`config.mk`:
```
export PLATFORM = sky130hd
export DESIGN_NAME = etsm_pin_mux
export DESIGN_NICKNAME = d
export VERILOG_FILES = /design/src/hdl/etsm_pkg.sv /design/src/hdl/etsm_pin_mux.sv /design/src/hdl/etsm_pad_sel.sv
export SDC_FILE = /design/constraint.sdc
export NUM_CORES = 1
export LEC_CHECK = 0
export BUFFER_PORTS_ARGS = -buffer_cell sky130_fd_sc_hd__buf_2
export CORE_AREA = 2 2 62 64
export DETAILED_ROUTE_END_ITERATION = 8
export DIE_AREA = 0 0 64 66
export GPL_TIMING_DRIVEN = 1
export HOLD_SLACK_MARGIN = 0.02
export PLACE_DENSITY = 0.73
export RECOVER_POWER = 25
export SYNTH_ARGS = -nofsm -noshare
export SYNTH_HDL_FRONTEND = slang
export SYNTH_SLANG_ARGS = --single-unit
```
`constraint.sdc`:
```
create_clock -name sys_clk -period 1.05 [get_ports sys_clk]
set_input_delay 0.0525 -clock sys_clk [delete_from_list [all_inputs] [get_ports sys_clk]]
set_output_delay 0.0525 -clock sys_clk [all_outputs]
set_load 0.005 [all_outputs]
```
`src/hdl/etsm_pkg.sv`:
```
`default_nettype none

package etsm_pkg;

	// Function selection per shared pad
	typedef enum logic [1:0] {
		ETSM_FN_PERIPH,
		ETSM_FN_TIMER,
		ETSM_FN_GPIO
	} etsm_fn_t;

	localparam int unsigned ETSM_ENC_PADS     = 4;
	// Pad position inside port C / port E for this group
	localparam int unsigned ETSM_PC_BASE      = 4;
	localparam int unsigned ETSM_PE_SCLK_BIT  = 4;
	// Bit position of the test-port flag in the system pull-up disable register
	localparam int unsigned ETSM_PUDR_TEST_BIT = 0;
	// Reset values of the selection and pull-up state
	localparam etsm_fn_t    ETSM_FN_RST       = ETSM_FN_PERIPH;
	localparam logic        ETSM_SCLK_GPIO_RST = 1'h0;
	localparam logic [7:0]  ETSM_PUR_RST      = 8'hff;
	localparam logic [7:0]  ETSM_PUDR_RST     = 8'h00;

endpackage : etsm_pkg

`default_nettype wire

```
`src/hdl/etsm_pin_mux.sv`:
```
// Contract
// - Low level on test reset pad resets the JTAG TAP controller.
// - Test-port pull-up disabled while system pull-up disable test bit is set.
// - Pad 0 defaults to phase A; alternatives timer ch0, port C bit4.
// - Pad 1 defaults to phase B; alternatives timer ch1, port C bit5.
// - Pad 2 defaults to index; alternatives timer ch2, port C bit6.
// - Pad 3 defaults to home; alternatives timer ch3, port C bit7.
// - SPI master drives serial clock pad; slave uses it as clock input.
// - Clock pad defaults to SPI clock, alternative port E bit4, pull-up bit4.
// - In GPIO function each pad is individually input or output.
`timescale 1ns/1ps
`default_nettype none

module etsm_pin_mux
	import etsm_pkg::*;
(
	input  wire logic       sys_clk,                   // System clock, 125 MHz
	input  wire logic       sys_rst,                   // Device reset, sync, active high
	// Selection and pull-up configuration
	input  wire logic       sel_wr,                    // Load new function selections
	input  wire logic [7:0] enc_sel_wdata,             // Two bits per encoder pad
	input  wire logic       sclk_gpio_wdata,           // 1 = clock pad to port E bit4
	input  wire logic       pullup_wr,                 // Load pull-up registers
	input  wire logic [7:0] port_c_pullup_enable_reg,  // Port C pull-up enables
	input  wire logic [7:0] port_e_pullup_enable_reg,  // Port E pull-up enables
	input  wire logic [7:0] system_pullup_disable_reg, // System pull-up disables
	output logic      [7:0] enc_sel_rdata,             // Current encoder selections
	output logic            sclk_gpio_rdata,           // Current clock pad selection
	// Encoder pads
	input  wire logic [3:0] enc_pad_i,                 // Pad levels
	output logic      [3:0] enc_pad_o,                 // Pad drive values
	output logic      [3:0] enc_pad_oe,                // Pad drive enables
	output logic      [3:0] enc_pad_pu_en,             // Pull-up enables
	// Decoder inputs
	output logic            enc0_phase_a,              // Phase A to decoder
	output logic            enc0_phase_b,              // Phase B to decoder
	output logic            enc0_index_in,             // Index to decoder
	output logic            enc0_home_in,              // Home to decoder
	// Timer A channels
	input  wire logic [3:0] timer_a_o,                 // Timer channel outputs
	input  wire logic [3:0] timer_a_oe,                // Timer channel enables
	output logic      [3:0] timer_a_i,                 // Timer channel inputs
	// Port C bits 4..7
	input  wire logic [3:0] port_c_o,                  // GPIO output values
	input  wire logic [3:0] port_c_dir,                // GPIO direction, 1 = output
	output logic      [3:0] port_c_i,                  // GPIO input levels
	// SPI0 clock pad
	input  wire logic       spi0_master,               // SPI0 in master mode
	input  wire logic       spi0_clk_o,                // SPI0 clock out in master mode
	output logic            spi0_serial_clock,         // Clock seen by SPI0
	input  wire logic       sclk_pad_i,                // Pad level
	output logic            sclk_pad_o,                // Pad drive value
	output logic            sclk_pad_oe,               // Pad drive enable
	output logic            sclk_pad_pu_en,            // Pull-up enable
	input  wire logic       port_e_bit4_o,             // GPIO output value
	input  wire logic       port_e_bit4_dir,           // GPIO direction, 1 = output
	output logic            port_e_bit4,               // GPIO input level
	// Test reset pad
	input  wire logic       test_rst_pad_n,            // Test reset pad, active low
	output logic            tap_rst,                   // Reset to TAP controller
	output logic            test_rst_pu_en             // Pull-up enable on test reset pad
);

	////////////////////////////////////////////////////////////////////////////////
	// State

	// Selection and pull-up state, all in one register
	typedef struct packed {
		etsm_fn_t [3:0] enc_sel;
		logic           sclk_gpio;
		logic [7:0]     pc_pur;
		logic [7:0]     pe_pur;
		logic [7:0]     pudr;
	} etsm_state_t;

	etsm_state_t st_q;
	etsm_state_t st_d;

	always_comb begin
		st_d = st_q;
		// Both strobes may land in one cycle; they write disjoint fields
		if (sel_wr) begin
			for (int i = 0; i < ETSM_ENC_PADS; i++) begin
				// Code 3 is unused; it falls back to the decoder function
				unique case (enc_sel_wdata[2*i +: 2])
					2'h1:    st_d.enc_sel[i] = ETSM_FN_TIMER;
					2'h2:    st_d.enc_sel[i] = ETSM_FN_GPIO;
					default: st_d.enc_sel[i] = ETSM_FN_PERIPH;
				endcase
			end
			st_d.sclk_gpio = sclk_gpio_wdata;
		end
		if (pullup_wr) begin
			st_d.pc_pur = port_c_pullup_enable_reg;
			st_d.pe_pur = port_e_pullup_enable_reg;
			st_d.pudr   = system_pullup_disable_reg;
		end
	end

	always_ff @(posedge sys_clk) begin
		if (sys_rst) begin
			for (int i = 0; i < ETSM_ENC_PADS; i++) begin
				st_q.enc_sel[i] <= ETSM_FN_RST;
			end
			st_q.sclk_gpio <= ETSM_SCLK_GPIO_RST;
			st_q.pc_pur    <= ETSM_PUR_RST;
			st_q.pe_pur    <= ETSM_PUR_RST;
			st_q.pudr      <= ETSM_PUDR_RST;
		end else begin
			st_q <= st_d;
		end
	end

	////////////////////////////////////////////////////////////////////////////////
	// Encoder pads

	// Inputs fan out to every sharer so a decoder keeps counting while a timer captures
	assign enc0_phase_a  = enc_pad_i[0];
	assign enc0_phase_b  = enc_pad_i[1];
	assign enc0_index_in = enc_pad_i[2];
	assign enc0_home_in  = enc_pad_i[3];
	assign timer_a_i     = enc_pad_i;
	assign port_c_i      = enc_pad_i;

	// Pad 0: phase A unless timer channel 0 or port C bit 4 is selected
	etsm_pad_sel u_enc0_sel (
		.sel     (st_q.enc_sel[0]),
		.per_o   (1'h0),             // Decoder inputs never drive
		.per_oe  (1'h0),
		.tmr_o   (timer_a_o[0]),
		.tmr_oe  (timer_a_oe[0]),
		.gpio_o  (port_c_o[0]),
		.gpio_oe (port_c_dir[0]),
		.pad_o   (enc_pad_o[0]),
		.pad_oe  (enc_pad_oe[0])
	);
	assign enc_pad_pu_en[0]   = st_q.pc_pur[ETSM_PC_BASE];
	assign enc_sel_rdata[1:0] = st_q.enc_sel[0];

	// Pad 1: phase B unless timer channel 1 or port C bit 5 is selected
	etsm_pad_sel u_enc1_sel (
		.sel     (st_q.enc_sel[1]),
		.per_o   (1'h0),
		.per_oe  (1'h0),
		.tmr_o   (timer_a_o[1]),
		.tmr_oe  (timer_a_oe[1]),
		.gpio_o  (port_c_o[1]),
		.gpio_oe (port_c_dir[1]),
		.pad_o   (enc_pad_o[1]),
		.pad_oe  (enc_pad_oe[1])
	);
	assign enc_pad_pu_en[1]   = st_q.pc_pur[ETSM_PC_BASE + 1];
	assign enc_sel_rdata[3:2] = st_q.enc_sel[1];

	// Pad 2: index unless timer channel 2 or port C bit 6 is selected
	etsm_pad_sel u_enc2_sel (
		.sel     (st_q.enc_sel[2]),
		.per_o   (1'h0),
		.per_oe  (1'h0),
		.tmr_o   (timer_a_o[2]),
		.tmr_oe  (timer_a_oe[2]),
		.gpio_o  (port_c_o[2]),
		.gpio_oe (port_c_dir[2]),
		.pad_o   (enc_pad_o[2]),
		.pad_oe  (enc_pad_oe[2])
	);
	assign enc_pad_pu_en[2]   = st_q.pc_pur[ETSM_PC_BASE + 2];
	assign enc_sel_rdata[5:4] = st_q.enc_sel[2];

	// Pad 3: home unless timer channel 3 or port C bit 7 is selected
	etsm_pad_sel u_enc3_sel (
		.sel     (st_q.enc_sel[3]),
		.per_o   (1'h0),
		.per_oe  (1'h0),
		.tmr_o   (timer_a_o[3]),
		.tmr_oe  (timer_a_oe[3]),
		.gpio_o  (port_c_o[3]),
		.gpio_oe (port_c_dir[3]),
		.pad_o   (enc_pad_o[3]),
		.pad_oe  (enc_pad_oe[3])
	);
	assign enc_pad_pu_en[3]   = st_q.pc_pur[ETSM_PC_BASE + 3];
	assign enc_sel_rdata[7:6] = st_q.enc_sel[3];

	////////////////////////////////////////////////////////////////////////////////
	// SPI0 clock pad

	etsm_fn_t sclk_fn;
	assign sclk_fn = st_q.sclk_gpio ? ETSM_FN_GPIO : ETSM_FN_PERIPH;

	// In slave mode SPI0 holds its enable low, so the pad stays a clock input
	etsm_pad_sel u_sclk_sel (
		.sel     (sclk_fn),
		.per_o   (spi0_clk_o),
		.per_oe  (spi0_master),
		.tmr_o   (1'h0),
		.tmr_oe  (1'h0),
		.gpio_o  (port_e_bit4_o),
		.gpio_oe (port_e_bit4_dir),
		.pad_o   (sclk_pad_o),
		.pad_oe  (sclk_pad_oe)
	);

	assign spi0_serial_clock = sclk_pad_i;
	assign port_e_bit4       = sclk_pad_i;
	assign sclk_pad_pu_en    = st_q.pe_pur[ETSM_PE_SCLK_BIT];
	assign sclk_gpio_rdata   = st_q.sclk_gpio;

	////////////////////////////////////////////////////////////////////////////////
	// Test reset pad

	// Kept combinational: the TAP must reset even with the system clock stopped
	assign tap_rst        = ~test_rst_pad_n;
	// Pull-up on by default so an unconnected test reset pad reads inactive
	assign test_rst_pu_en = ~st_q.pudr[ETSM_PUDR_TEST_BIT];

endmodule // etsm_pin_mux

`default_nettype wire

```
`src/hdl/etsm_pad_sel.sv`:
```
`timescale 1ns/1ps
`default_nettype none

// One shared pad: output value and enable come from the selected function only.
module etsm_pad_sel
	import etsm_pkg::*;
(
	input  wire etsm_fn_t sel,      // Selected function
	input  wire logic     per_o,    // Peripheral output value
	input  wire logic     per_oe,   // Peripheral output enable
	input  wire logic     tmr_o,    // Timer output value
	input  wire logic     tmr_oe,   // Timer output enable
	input  wire logic     gpio_o,   // GPIO output value
	input  wire logic     gpio_oe,  // GPIO direction, 1 = output
	output logic          pad_o,    // Pad output value
	output logic          pad_oe    // Pad output enable
);

	always_comb begin
		pad_o  = 1'h0;
		pad_oe = 1'h0;
		unique case (sel)
			ETSM_FN_PERIPH: begin
				pad_o  = per_o;
				pad_oe = per_oe;
			end
			ETSM_FN_TIMER: begin
				pad_o  = tmr_o;
				pad_oe = tmr_oe;
			end
			ETSM_FN_GPIO: begin
				pad_o  = gpio_o;
				pad_oe = gpio_oe;
			end
			default: begin
				pad_o  = 1'h0;
				pad_oe = 1'h0;
			end
		endcase
	end

endmodule // etsm_pad_sel

`default_nettype wire

```
Word level (Yosys, flattened, before mapping):

Cells that the tools add are included.

* register bits: 23
* input bits: 63

* reductions and logical operators: 1
* muxes and demuxes: 15
* equal/unequal tests: 17
* bitwise gates (word level): 2

Operator list (number)
* 1-bit case mux with 2 select lines: 10
* 2-bit == test, second input constant: 9
* 2-bit by 1-bit == test with 1-bit output, second input constant: 8
* 2-bit case mux with 2 select lines: 4
* 2-bit logical NOT: 1
* 2-bit 2-to-1 mux: 1
* 1-bit inverter: 2

Logic depth before layout (Yosys ltp):

Gate-level depths: netlist of the first run.

* depth in word-level cells: 3
* mapped depth: 5
* depth with buffers taken out: 4

Modules after synthesis:

From an unflattened synthesis of the first run, not the netlist that was laid out.

* cells, all modules: 110
* area, all modules: 1048.5 µm²

Modules (own cells, without submodules)
* etsm_pin_mux: instances 1, area an instance 829.5 µm², sequential area each 300.3 µm², cells an instance 85
* etsm_pad_sel: instances 5, area an instance 43.8 µm², sequential area each 0.0 µm², cells an instance 5

Worst setup path after synthesis of the first run:

Ideal clock, no wire load.

* path type: register -> output
* from: reg st_q (netlist bit enc_sel_rdata[2])
* to: out enc_pad_o[1]
* cell stages (with the launch flop): 6
* arrival: 0.936 ns
* setup slack: 0.061 ns
* cell sequence: dfxtp_1 > inv_1 > ha_1 > a22oi_1 > nor2_1 > buf_4

* longest elaborated chain between the ends: 2

RTL lines
* start: declaration: RTL line etsm_pin_mux.sv:76 `etsm_state_t st_q;`
* start signal: assignment: RTL line etsm_pin_mux.sv:110 `st_q <= st_d;`
* 2-bit == test / 2-bit by 1-bit == test with 1-bit output (equally long branches): RTL line etsm_pad_sel.sv:22 `unique case (sel)`
* 1-bit case mux with 2 select lines (*): RTL line etsm_pad_sel.sv:22
* end: declaration: RTL line etsm_pin_mux.sv:31 `output logic [3:0] enc_pad_o,`

Every way passes the cells marked *; elsewhere a longest branch is shown, timed or not.

Worst setup path in the final report of the first run:

* from: reg st_q (netlist bit enc_sel_rdata[0])
* to: out enc_pad_oe[0]

* longest elaborated chain between the ends: 2

RTL lines
* 2-bit == test / 2-bit by 1-bit == test with 1-bit output (equally long branches): RTL line etsm_pad_sel.sv:22
* 1-bit case mux with 2 select lines (*): RTL line etsm_pad_sel.sv:22
* end: declaration: RTL line etsm_pin_mux.sv:32 `output logic [3:0] enc_pad_oe,`

Marks and branches as above.

==> impl_metrics.ini, run 1 <==
[routing]
wire_per_inst_um = 10.8
drt_iter0_drc = 3
drc_errors = 0
drt_wl_total_um = 2420
dr.pass1.iters = 4
ant_nets = 0
vias = 949
viasPerCell = 4.22

[critical_path]
crit_arrival_ps = 1190
required_ps = 1000
reg2reg_from = enc_sel_rdata[5]
cp-end-kind = output pin
rrSetupSlack_ps = 210
reg2reg_depth = 4
cp_max_fo = 3
rr_endpoint = enc_sel_rdata[5]
start_kind = flip-flop
path_class = flip-flop to output pin

[min_path]
hp-start = enc_sel_wdata[1]
whs_endpoint = enc_sel_rdata[1]
hold_class = input pin to flip-flop
worstHoldPathCells = 3

[timing]
finalSetupViolations = 10
period_share_pct = 118
skew_ps = 0
fmaxAchievable_mhz = 807
tns_ps = -1500
whs_ps = 43.5
period_needed_ps = 1240
final_max_slew_viol_count = 0
tightestPinTransition_ps = 356
timing.final.ws_setup_ps = -190
rsz0062_at_grt = yes
hold_viol = 0
relSlewSlack_pct = 76.3

[job]
cap_viol_max_count = 0

[logic_synthesis]
synth_area_leaders = dfxtp_1 27%, buf_4 24%, ha_1 8.9%, a21oi_2 5.4%, nand2b_2 5.4%
synthMostInstantiatedCell = buf_4
ys_ff_latch = 15
syn_avg_cell_area_um2 = 8.96
syn-num-nets = 197
synth_ff_type = dfxtp_1
syn_inst = 126
yosysWarnings = 0
synth-async-reset-ratio_pct = 0
synth_largest_area_cell = dfxtp_1
ys_seq_area_share_pct = 26.6
synth_area_um2 = 1130
ys_types = 16
yosys-top-cells-count = 36 x buf_4, 15 x dfxtp_1, 10 x inv_1, 10 x nor2_1
synth-edff-count = 0
netlist.area_leader.share_pct = 26.6

[final_layout]
multi_input_area_um2 = 657
nNetsFinal = 249
drive_above_1_share_pct = 72.3
fill_cells = 333
antenna_cells = 0
fin_util_pct = 45.6
fin_cells = 225
design_area_um2 = 1620
syn2layout_area_growth_pct = 43.6
seq_area_um2 = 334

[run_status]
outcome = finished with violations
violations = setup timing

[power]
p_comb_share_pct = 27.0
swShare_pct = 26.7
seqPwrFrac_pct = 47.5
p_leak_nw = 0.708
p_total_mw = 1.29
clockPowerShare_pct = 25.5
p_per_area_nw_per_um2 = 797
internal_power_uw = 947
vdd_drop_max_mv = 0.557
p_switching_uw = 345

[clocking]
ctsLongestPathBuffers = 2
path_clk_slew_ps = 100
root_buffer = clkbuf_4
cts_tree = built
clock-sinks = 15
clk_latency_ps = 280
tritoncts.num_buffers = 3
htreeDepth = 1

[floorplanning]
dieArea_um2 = 4220
core_um2 = 3550
rows = 22
io_pins = 103
die_w_um = 64
initial_utilization_pct = 31.8
dieHeight_um = 66

[place]
dpl_cell_area_um2 = 1280
gp_congestion = 0.689
dpl.hpwl_um = 1640
place_ws_ps = 23.8
io_buffer_count = 65
placed_cells = 208

[global_routing]
first_global_vias = 972
grt_max_degree = 18
grt-ovfl-total = 0
grtUsageTotal_pct = 11.7
antenna_found_initial = 0
grt_pass1_wl_um = 3950
## sequential cells by signal (all words and copies together) (netlist names)
| signal | count |
|---|---|
| enc_sel_rdata | 8 |
| enc_pad_pu_en | 4 |
| sclk_gpio_rdata | 1 |
| sclk_pad_pu_en | 1 |
| st_q | 1 |
## power by group through the flow
stage / Combinational [mW] / Sequential [mW] / Clock (mW)
2_1_floorplan: 0.204 / 0.631 / 0
3_3_place_gp: 0.259 / 0.630 / 0
3_5_place_dp: 0.263 / 0.631 / 0
4_1_cts: 0.338 / 0.617 / 0.356
5_1_grt: 0.388 / 0.618 / 0.381
6_report: 0.349 / 0.613 / 0.329
## how the worst max path moves through the flow
stage	endpoint	cells past startpoint	startpoint	slack, ps
2_1_floorplan	enc_pad_o[1]	5	enc_sel_rdata[2]	60
5_1_grt	enc_pad_o[0]	5	enc_sel_rdata[0]	-270
3_5_place_dp	enc_pad_oe[0]	5	enc_sel_rdata[0]	20
4_1_cts	enc_pad_o[0]	5	enc_sel_rdata[0]	-230
6_report	enc_pad_oe[0]	5	enc_sel_rdata[0]	-190
3_3_place_gp	enc_pad_oe[0]	5	enc_sel_rdata[0]	40
## cell type report
| type | count | area share [%] |
|---|---|---|
| Timing Repair Buffer | 84 | 30.9 |
| Tap cell | 48 | 3.71 |
| Multi-Input combinational cell | 64 | 40.5 |
| Sequential cell | 15 | 20.6 |
| Clock buffer | 4 | 1.62 |
| Inverter | 10 | 2.63 |
## critical path, cell delays in order (launching register included)
cell,delay (ps)
dfxtp_4,380
inv_2,50
ha_4,150
a22oi_2,140
nor2_1,60
buf_2,120
## layout by cell type, fill, tap and decap left out
cell type	instances
a22oi_2	8
a21oi_2	7
ha_4	8
a211o_1	5
buf_2	63
a21oi_1	1
clkbuf_4	3
dfxtp_4	9
nand2b_2	7
inv_1	2
nand3b_1	8
buf_6	2
dfxtp_1	6
nand2b_1	1
mux2i_1	2
inv_4	2
buf_4	11
mux2_4	2
dlygate4sd3_1	8
nor2b_1	5
inv_2	6
clkbuf_1	1
nor2_1	10
## cells by family (layout without fill, tap and decap cells)
family	Yosys count	after routing	share of synthesized area, %
AO/OA/AOI/OAI	21	21	15.1
adder cells (fa/ha/maj)	8	8	8.87
buffers and inverters	47	98	28.3
flip-flops	15	15	26.6
multiplexers	4	4	3.77
AND/OR/NAND/NOR	31	31	17.4
## routing by layer
layer  GRT usage [%]  routed length [µm]
met1            11.2                 972
met2            23.0                1270
met3            4.09                 180
met4            3.53                   0
met5               0                   0
## what timing repair did
item,4_1_cts,5_1_grt
hold buffers,8,0
pin swaps,13,9
gates cloned,0,0
buffers inserted,4,1
endpoints found under the setup margin,10,10
hold endpoints to repair,8,0
gates resized for setup,47,9
Power figures use the tool's default switching activity.
==> run 2: changes to the inputs <==
CORE_AREA = 2 2 61 63   (was 2 2 62 64)
DIE_AREA = 0 0 63 65   (was 0 0 64 66)
SETUP_SLACK_MARGIN = 0.3   (was unset)
SYNTH_HIERARCHICAL = 1   (was unset)
==> run 2 against run 1 <==
Effect of this change: the run ends with hold timing, setup timing left; die area is 3.1% lower; first-iteration DRC count rose to 3.3 times the previous value; critical endpoint is now enc_pad_oe[1]; via count decreased by 0.74%; sequential share of layout area is 0.68 points lower; core utilization increased by 1.9 points; clock power about the same.
==> impl_metrics.ini, run 2 <==
[clocking]
cts_hold_buf = 2
path_clk_slew_ps = 90
ctsLongestPathBuffers = 2
clock-sinks = 15
htreeDepth = 1
cts_tree = built
tritoncts.num_buffers = 3
root_buffer = clkbuf_4
clk_latency_ps = 270

[critical_path]
rrSetupSlack_ps = 140
cp_max_fo = 5
start_kind = flip-flop
path_class = flip-flop to output pin
crit_arrival_ps = 1090
cp-end-kind = output pin
critPathLaunch = enc_sel_rdata[3]
crit_end = enc_pad_oe[1]
reg2reg_depth = 5
reg2reg_from = enc_sel_rdata[7]
required_ps = 1000
rr_endpoint = enc_sel_rdata[7]

[final_layout]
layout_common_cells = 54 x buf_2, 27 x buf_6, 13 x conb_1, 12 x mux2i_1
nNetsFinal = 245
largest_register_ffs = 8
fin_cells = 229
fin_util_pct = 47.6
drive_above_1_share_pct = 66.3
syn2layout_area_growth_pct = 58.6
mostFrequentLayoutCell = buf_2
antenna_cells = 0

[routing]
drt_iter0_drc = 10
ant_nets = 0
vias = 942
viasPerCell = 4.11
drc_errors = 0
wire_per_inst_um = 10.3
drt_wl_total_um = 2360
dr.pass1.iters = 4

[global_routing]
grt_max_degree = 18
grtUsageTotal_pct = 11.3
first_global_vias = 922
antenna_found_initial = 0
grt-ovfl-total = 0
grt_pass1_wl_um = 3840

[logic_synthesis]
synth-async-reset-ratio_pct = 0
synth_ff_type = dfxtp_1
yosys-mux-area-fraction_pct = 11.5
synth_compound_area_share_pct = 18.9
yosysWarnings = 6
synth_largest_area_cell = dfxtp_1
ys_types = 15
netlist.area_leader.share_pct = 28.6
ys_ff_latch = 15
post_synth_xor_area_fraction_pct = 0
synth-edff-count = 0
ys_seq_area_share_pct = 28.6
synthAdderAreaFrac_pct = 0
syn_avg_cell_area_um2 = 9.53
syn_inst = 110
synth_top_family_by_area = buffers and inverters
yosys-top-cells-count = 28 x buf_4, 15 x dfxtp_1, 12 x mux2i_1
synth_area_um2 = 1050
synth_area_leaders = dfxtp_1 29%, buf_4 20%, mux2i_1 11%, o2bb2ai_1 8.4%, nor2b_1 6.0%
yosys.area_share.simple_pct = 18.9
synthMostInstantiatedCell = buf_4

[run_status]
outcome = finished with violations
violations = hold timing, setup timing

[floorplanning]
initial_utilization_pct = 30.0
die_w_um = 63
dieArea_um2 = 4100
rows = 22
core_um2 = 3500
dieHeight_um = 65
io_pins = 103

[power]
internal_power_uw = 996
p_comb_share_pct = 29.6
seqPwrFrac_pct = 46.0
swShare_pct = 26.5
p_total_mw = 1.36
p_switching_uw = 360
clockPowerShare_pct = 24.3
vdd_drop_max_mv = 0.300
p_per_area_nw_per_um2 = 815
p_leak_nw = 0.755

[timing]
finalSetupViolations = 8
period_share_pct = 108
final_max_slew_viol_count = 0
tns_ps = -195
rsz0062_at_grt = yes
fmaxAchievable_mhz = 878
period_needed_ps = 1140
skew_ps = 0
hold_viol = 5
timing.final.ws_setup_ps = -88.4
whs_ps = -26.4

[min_path]
hold_class = input pin to flip-flop

[place]
placed_cells = 207
io_buffer_count = 65
dpl.hpwl_um = 1600
gp_congestion = 0.613

[job]
cap_viol_max_count = 0
[run 2: cell count changes after synthesis, sizes merged]
cell	delta
o2bb2ai	+10
mux2i	+10
inv	-8
buf	-8
nor2	-8
mux2	-2
nor2b	+5
conb	+1
a22oi	-8
ha	-8
[run 2: layout make-up]
type,count,area (µm²)
well taps,48,60.1
fillers,364,1830
multi-input cells,76,636
flip-flops and latches,15,332
inverters,2,7.51
clock buffers,4,26.3
repair buffers,84,602
[run 2: metal layers]
layer  track usage [%]  vias to the layer above  routed length [µm]
met5                 0                        -                   0
met4              4.72                        0                  22
met3              1.04                        2                 152
met2              21.7                       37                1330
met1              12.6                      416                 853
li1                  -                      487                   -
[run 2: through the flow]
stage	instance area [µm²]	setup WS [ps]	hold slack, ps
after floorplan	1090	313	132
after global routing	1660	-144	-29.0
after global placement	1260	174	105
after detailed placement	1260	166	105
final	1660	-88.4	-26.4
after CTS	1540	-44.4	-38.4
[run 2: kinds of logic after synthesis]
kind of cell           Yosys count
AO/OA/AOI/OAI                   23
other                            1
multiplexers                    12
flip-flops                      15
buffers and inverters           31
AND/OR/NAND/NOR                 28
[run 2: power by group through the flow]
stage / sequential (mW) / combinational, mW / clock (mW)
6_report: 0.624 / 0.401 / 0.330
5_1_grt: 0.629 / 0.441 / 0.373
4_1_cts: 0.621 / 0.361 / 0.353
3_3_place_gp: 0.637 / 0.288 / 0
2_1_floorplan: 0.635 / 0.220 / 0
3_5_place_dp: 0.638 / 0.293 / 0
[run 2: how the worst min path moves through the flow]
stage,start,end,slack [ps],cells past startpoint
after global placement,enc_pad_i[1],enc0_phase_b,110,0
final,port_c_pullup_enable_reg[4],enc_pad_pu_en[0],-30,2
after global routing,port_e_pullup_enable_reg[4],sclk_pad_pu_en,-30,2
after detailed placement,enc_pad_i[1],enc0_phase_b,110,0
after CTS,port_c_pullup_enable_reg[4],enc_pad_pu_en[0],-40,2
after floorplan,test_rst_pad_n,tap_rst,130,1
[run 2: worst max-delay path, stage by stage, from the launching register on]
cell and delay [ps]:
dfxtp_4 380, mux2i_1 210, o2bb2ai_1 90, buf_2 130
[run 2: what timing repair did]
| item | 4_1_cts | 5_1_grt |
|---|---|---|
| pin swaps | 9 | 6 |
| endpoints found under the hold margin | 7 | 5 |
| buffers inserted | 11 | 5 |
| gates resized for setup | 44 | 19 |
| endpoints found under the setup margin | 30 | 36 |
==> run 3: changes to the inputs <==
BUFFER_PORTS_ARGS = unset   (was -buffer_cell sky130_fd_sc_hd__buf_2)
CORE_AREA = 2 2 44 46   (was 2 2 61 63)
CTS_BUF_LIST = sky130_fd_sc_hd__clkbuf_4 sky130_fd_sc_hd__clkbuf_8   (was unset)
DIE_AREA = 0 0 46 48   (was 0 0 63 65)
DONT_BUFFER_PORTS = 1   (was unset)
PLACE_DENSITY = 0.77   (was 0.73)
clock period = 1.1 ns   (was 1.05 ns; I/O delays follow)
==> run 3 against run 2 <==
Effect of this change: the run ends with hold timing left; largest cell class unchanged; worst hold slack got worse by 43 ps; largest power group unchanged; cell count decreased by 43%; register-to-register slack improved by 140 ps; combinational power decreased by 46%; critical endpoint is now enc_pad_oe[0]; sequential cell count unchanged; via count decreased by 22%; sequential share of layout area increased by 8.1 points.
==> impl_metrics.ini, run 3 (synthesis gave the netlist of run 2 again) <==
[routing]
drt_wl_total_um = 2040
drc_errors = 0
ant_nets = 0
vias = 737
viasPerCell = 5.63
drt_iter0_drc = 3
dr.pass1.iters = 3
wire_per_inst_um = 15.6

[timing]
tightestPinTransition_ps = 699
fmaxAchievable_mhz = 982
final_max_slew_viol_count = 0
hold_viol = 9
period_share_pct = 92.5
rsz0062_at_grt = yes
finalSetupViolations = 0
tns_ps = 0
relSlewSlack_pct = 53.4
period_needed_ps = 1020
whs_ps = -69.4
skew_ps = 0

[place]
gp_congestion = 0.571
placed_cells = 110
dpl_cell_area_um2 = 893
io_buffer_count = 0
dpl.hpwl_um = 1270

[clocking]
htreeDepth = 1
tritoncts.num_buffers = 3
cts_hold_buf = 17
ctsLongestPathBuffers = 2
cts_setup_buffers = 0
cts_tree = built
clock-sinks = 15
clk_latency_ps = 280
path_clk_slew_ps = 90
root_buffer = clkbuf_4

[job]
cap_viol_max_count = 0

[min_path]
hold_class = input pin to flip-flop

[floorplanning]
dieArea_um2 = 2210
dieHeight_um = 48
io_pins = 103
rows = 15
die_w_um = 46
core_um2 = 1690
initial_utilization_pct = 62.1

[power]
vdd_drop_max_mv = 0.587
p_leak_nw = 0.444
p_per_area_nw_per_um2 = 930

[global_routing]
antenna_found_initial = 0
first_global_vias = 713
grt_pass1_wl_um = 2700
grt_max_degree = 18
grt-ovfl-total = 0
grtUsageTotal_pct = 17.5

[critical_path]
cp_max_fo = 5
required_ps = 1040
max_stage_delay_ps = 390
crit_arrival_ps = 960
crit_chain = mux2i_1 -> o2bb2ai_2
worst_path_max_delay_cell = dfxtp_4
cp-end-kind = output pin
start_kind = flip-flop
path_class = flip-flop to output pin

[final_layout]
syn2layout_area_growth_pct = 16.1
nNetsFinal = 178
antenna_cells = 0
largest_register_ffs = 8
fin_cells = 131
drive_above_1_share_pct = 39.5
layout_common_cells = 15 x dlygate4sd3_1, 13 x conb_1, 12 x mux2i_1, 9 x dfxtp_4
mostFrequentLayoutCell = dlygate4sd3_1
design_area_um2 = 1220

[run_status]
violations = hold timing
outcome = finished with violations
-- run 3: cell count changes in the layout (fill, tap and decap cells not counted), sizes merged --
cell	previous run	this run
dlygate4sd3	2	15
dlymetal6s4s	0	2
clkbuf	4	3
buf	82	0
clkinv	0	1
-- run 3: final cells by class --
class / instances / area [µm²]
clock inverters: 1 / 5.00
repair buffers: 17 / 175
clock buffers: 3 / 22.5
flip-flops and latches: 15 / 342
multi-input cells: 76 / 644
fillers: 126 / 472
well taps: 17 / 21.3
inverters: 2 / 7.51
-- run 3: worst max-delay path: cells and delay by family, from the launching register on --
kind | cells | cell delay, ps
DFF | 1 | 390
muxes | 1 | 200
AOI/OAI and AO/OA | 1 | 100
-- run 3: power breakdown --
group	leakage, nW	internal [mW]	total, mW	switching (mW)
sequential	0.129	0.562	0.601	0.0387
clock	0.0177	0.135	0.315	0.180
combinational	0.297	0.129	0.216	0.0872
-- run 3: metal layers --
metal,share of wire (%),global-route usage (%),vias to the layer above,wire (µm)
met5,0,0,-,0
li1,-,-,358,-
met1,35,15.6,331,715
met3,9.6,6.04,3,196
met4,0.29,8.00,0,6
met2,55,34.7,45,1120
-- run 3: worst paths after layout --
check	from	to	slack [ps]	cells past startpoint
worst min-delay path	sel_wr	enc_sel_rdata[6]	-70	2
worst max-delay path	enc_sel_rdata[1]	enc_pad_oe[0]	80	2
worst min register to register	st_q[0]	st_q[0]	510	2
worst max register to register	enc_pad_pu_en[0]	enc_pad_pu_en[0]	280	2
-- run 3: timing repair --
item | in CTS | in global routing
pin swaps | 5 | 1
gates cloned | 0 | 0
endpoints found under the hold margin | 15 | 9
gates resized for setup | 31 | 11
setup endpoints to repair | 15 | 26
-- run 3: metrics by stage --
step                      utilization (%)  hold WS (ps)  total power, mW  worst slack (ps)
after floorplan                         -           137            0.816               363
after global placement               52.9           110            0.738               304
after detailed placement             52.9           110            0.743               279
after CTS                            70.3         -80.2             1.13              73.6
after global routing                 72.1         -87.5             1.20              19.4
final                                72.1         -69.4             1.13              82.0
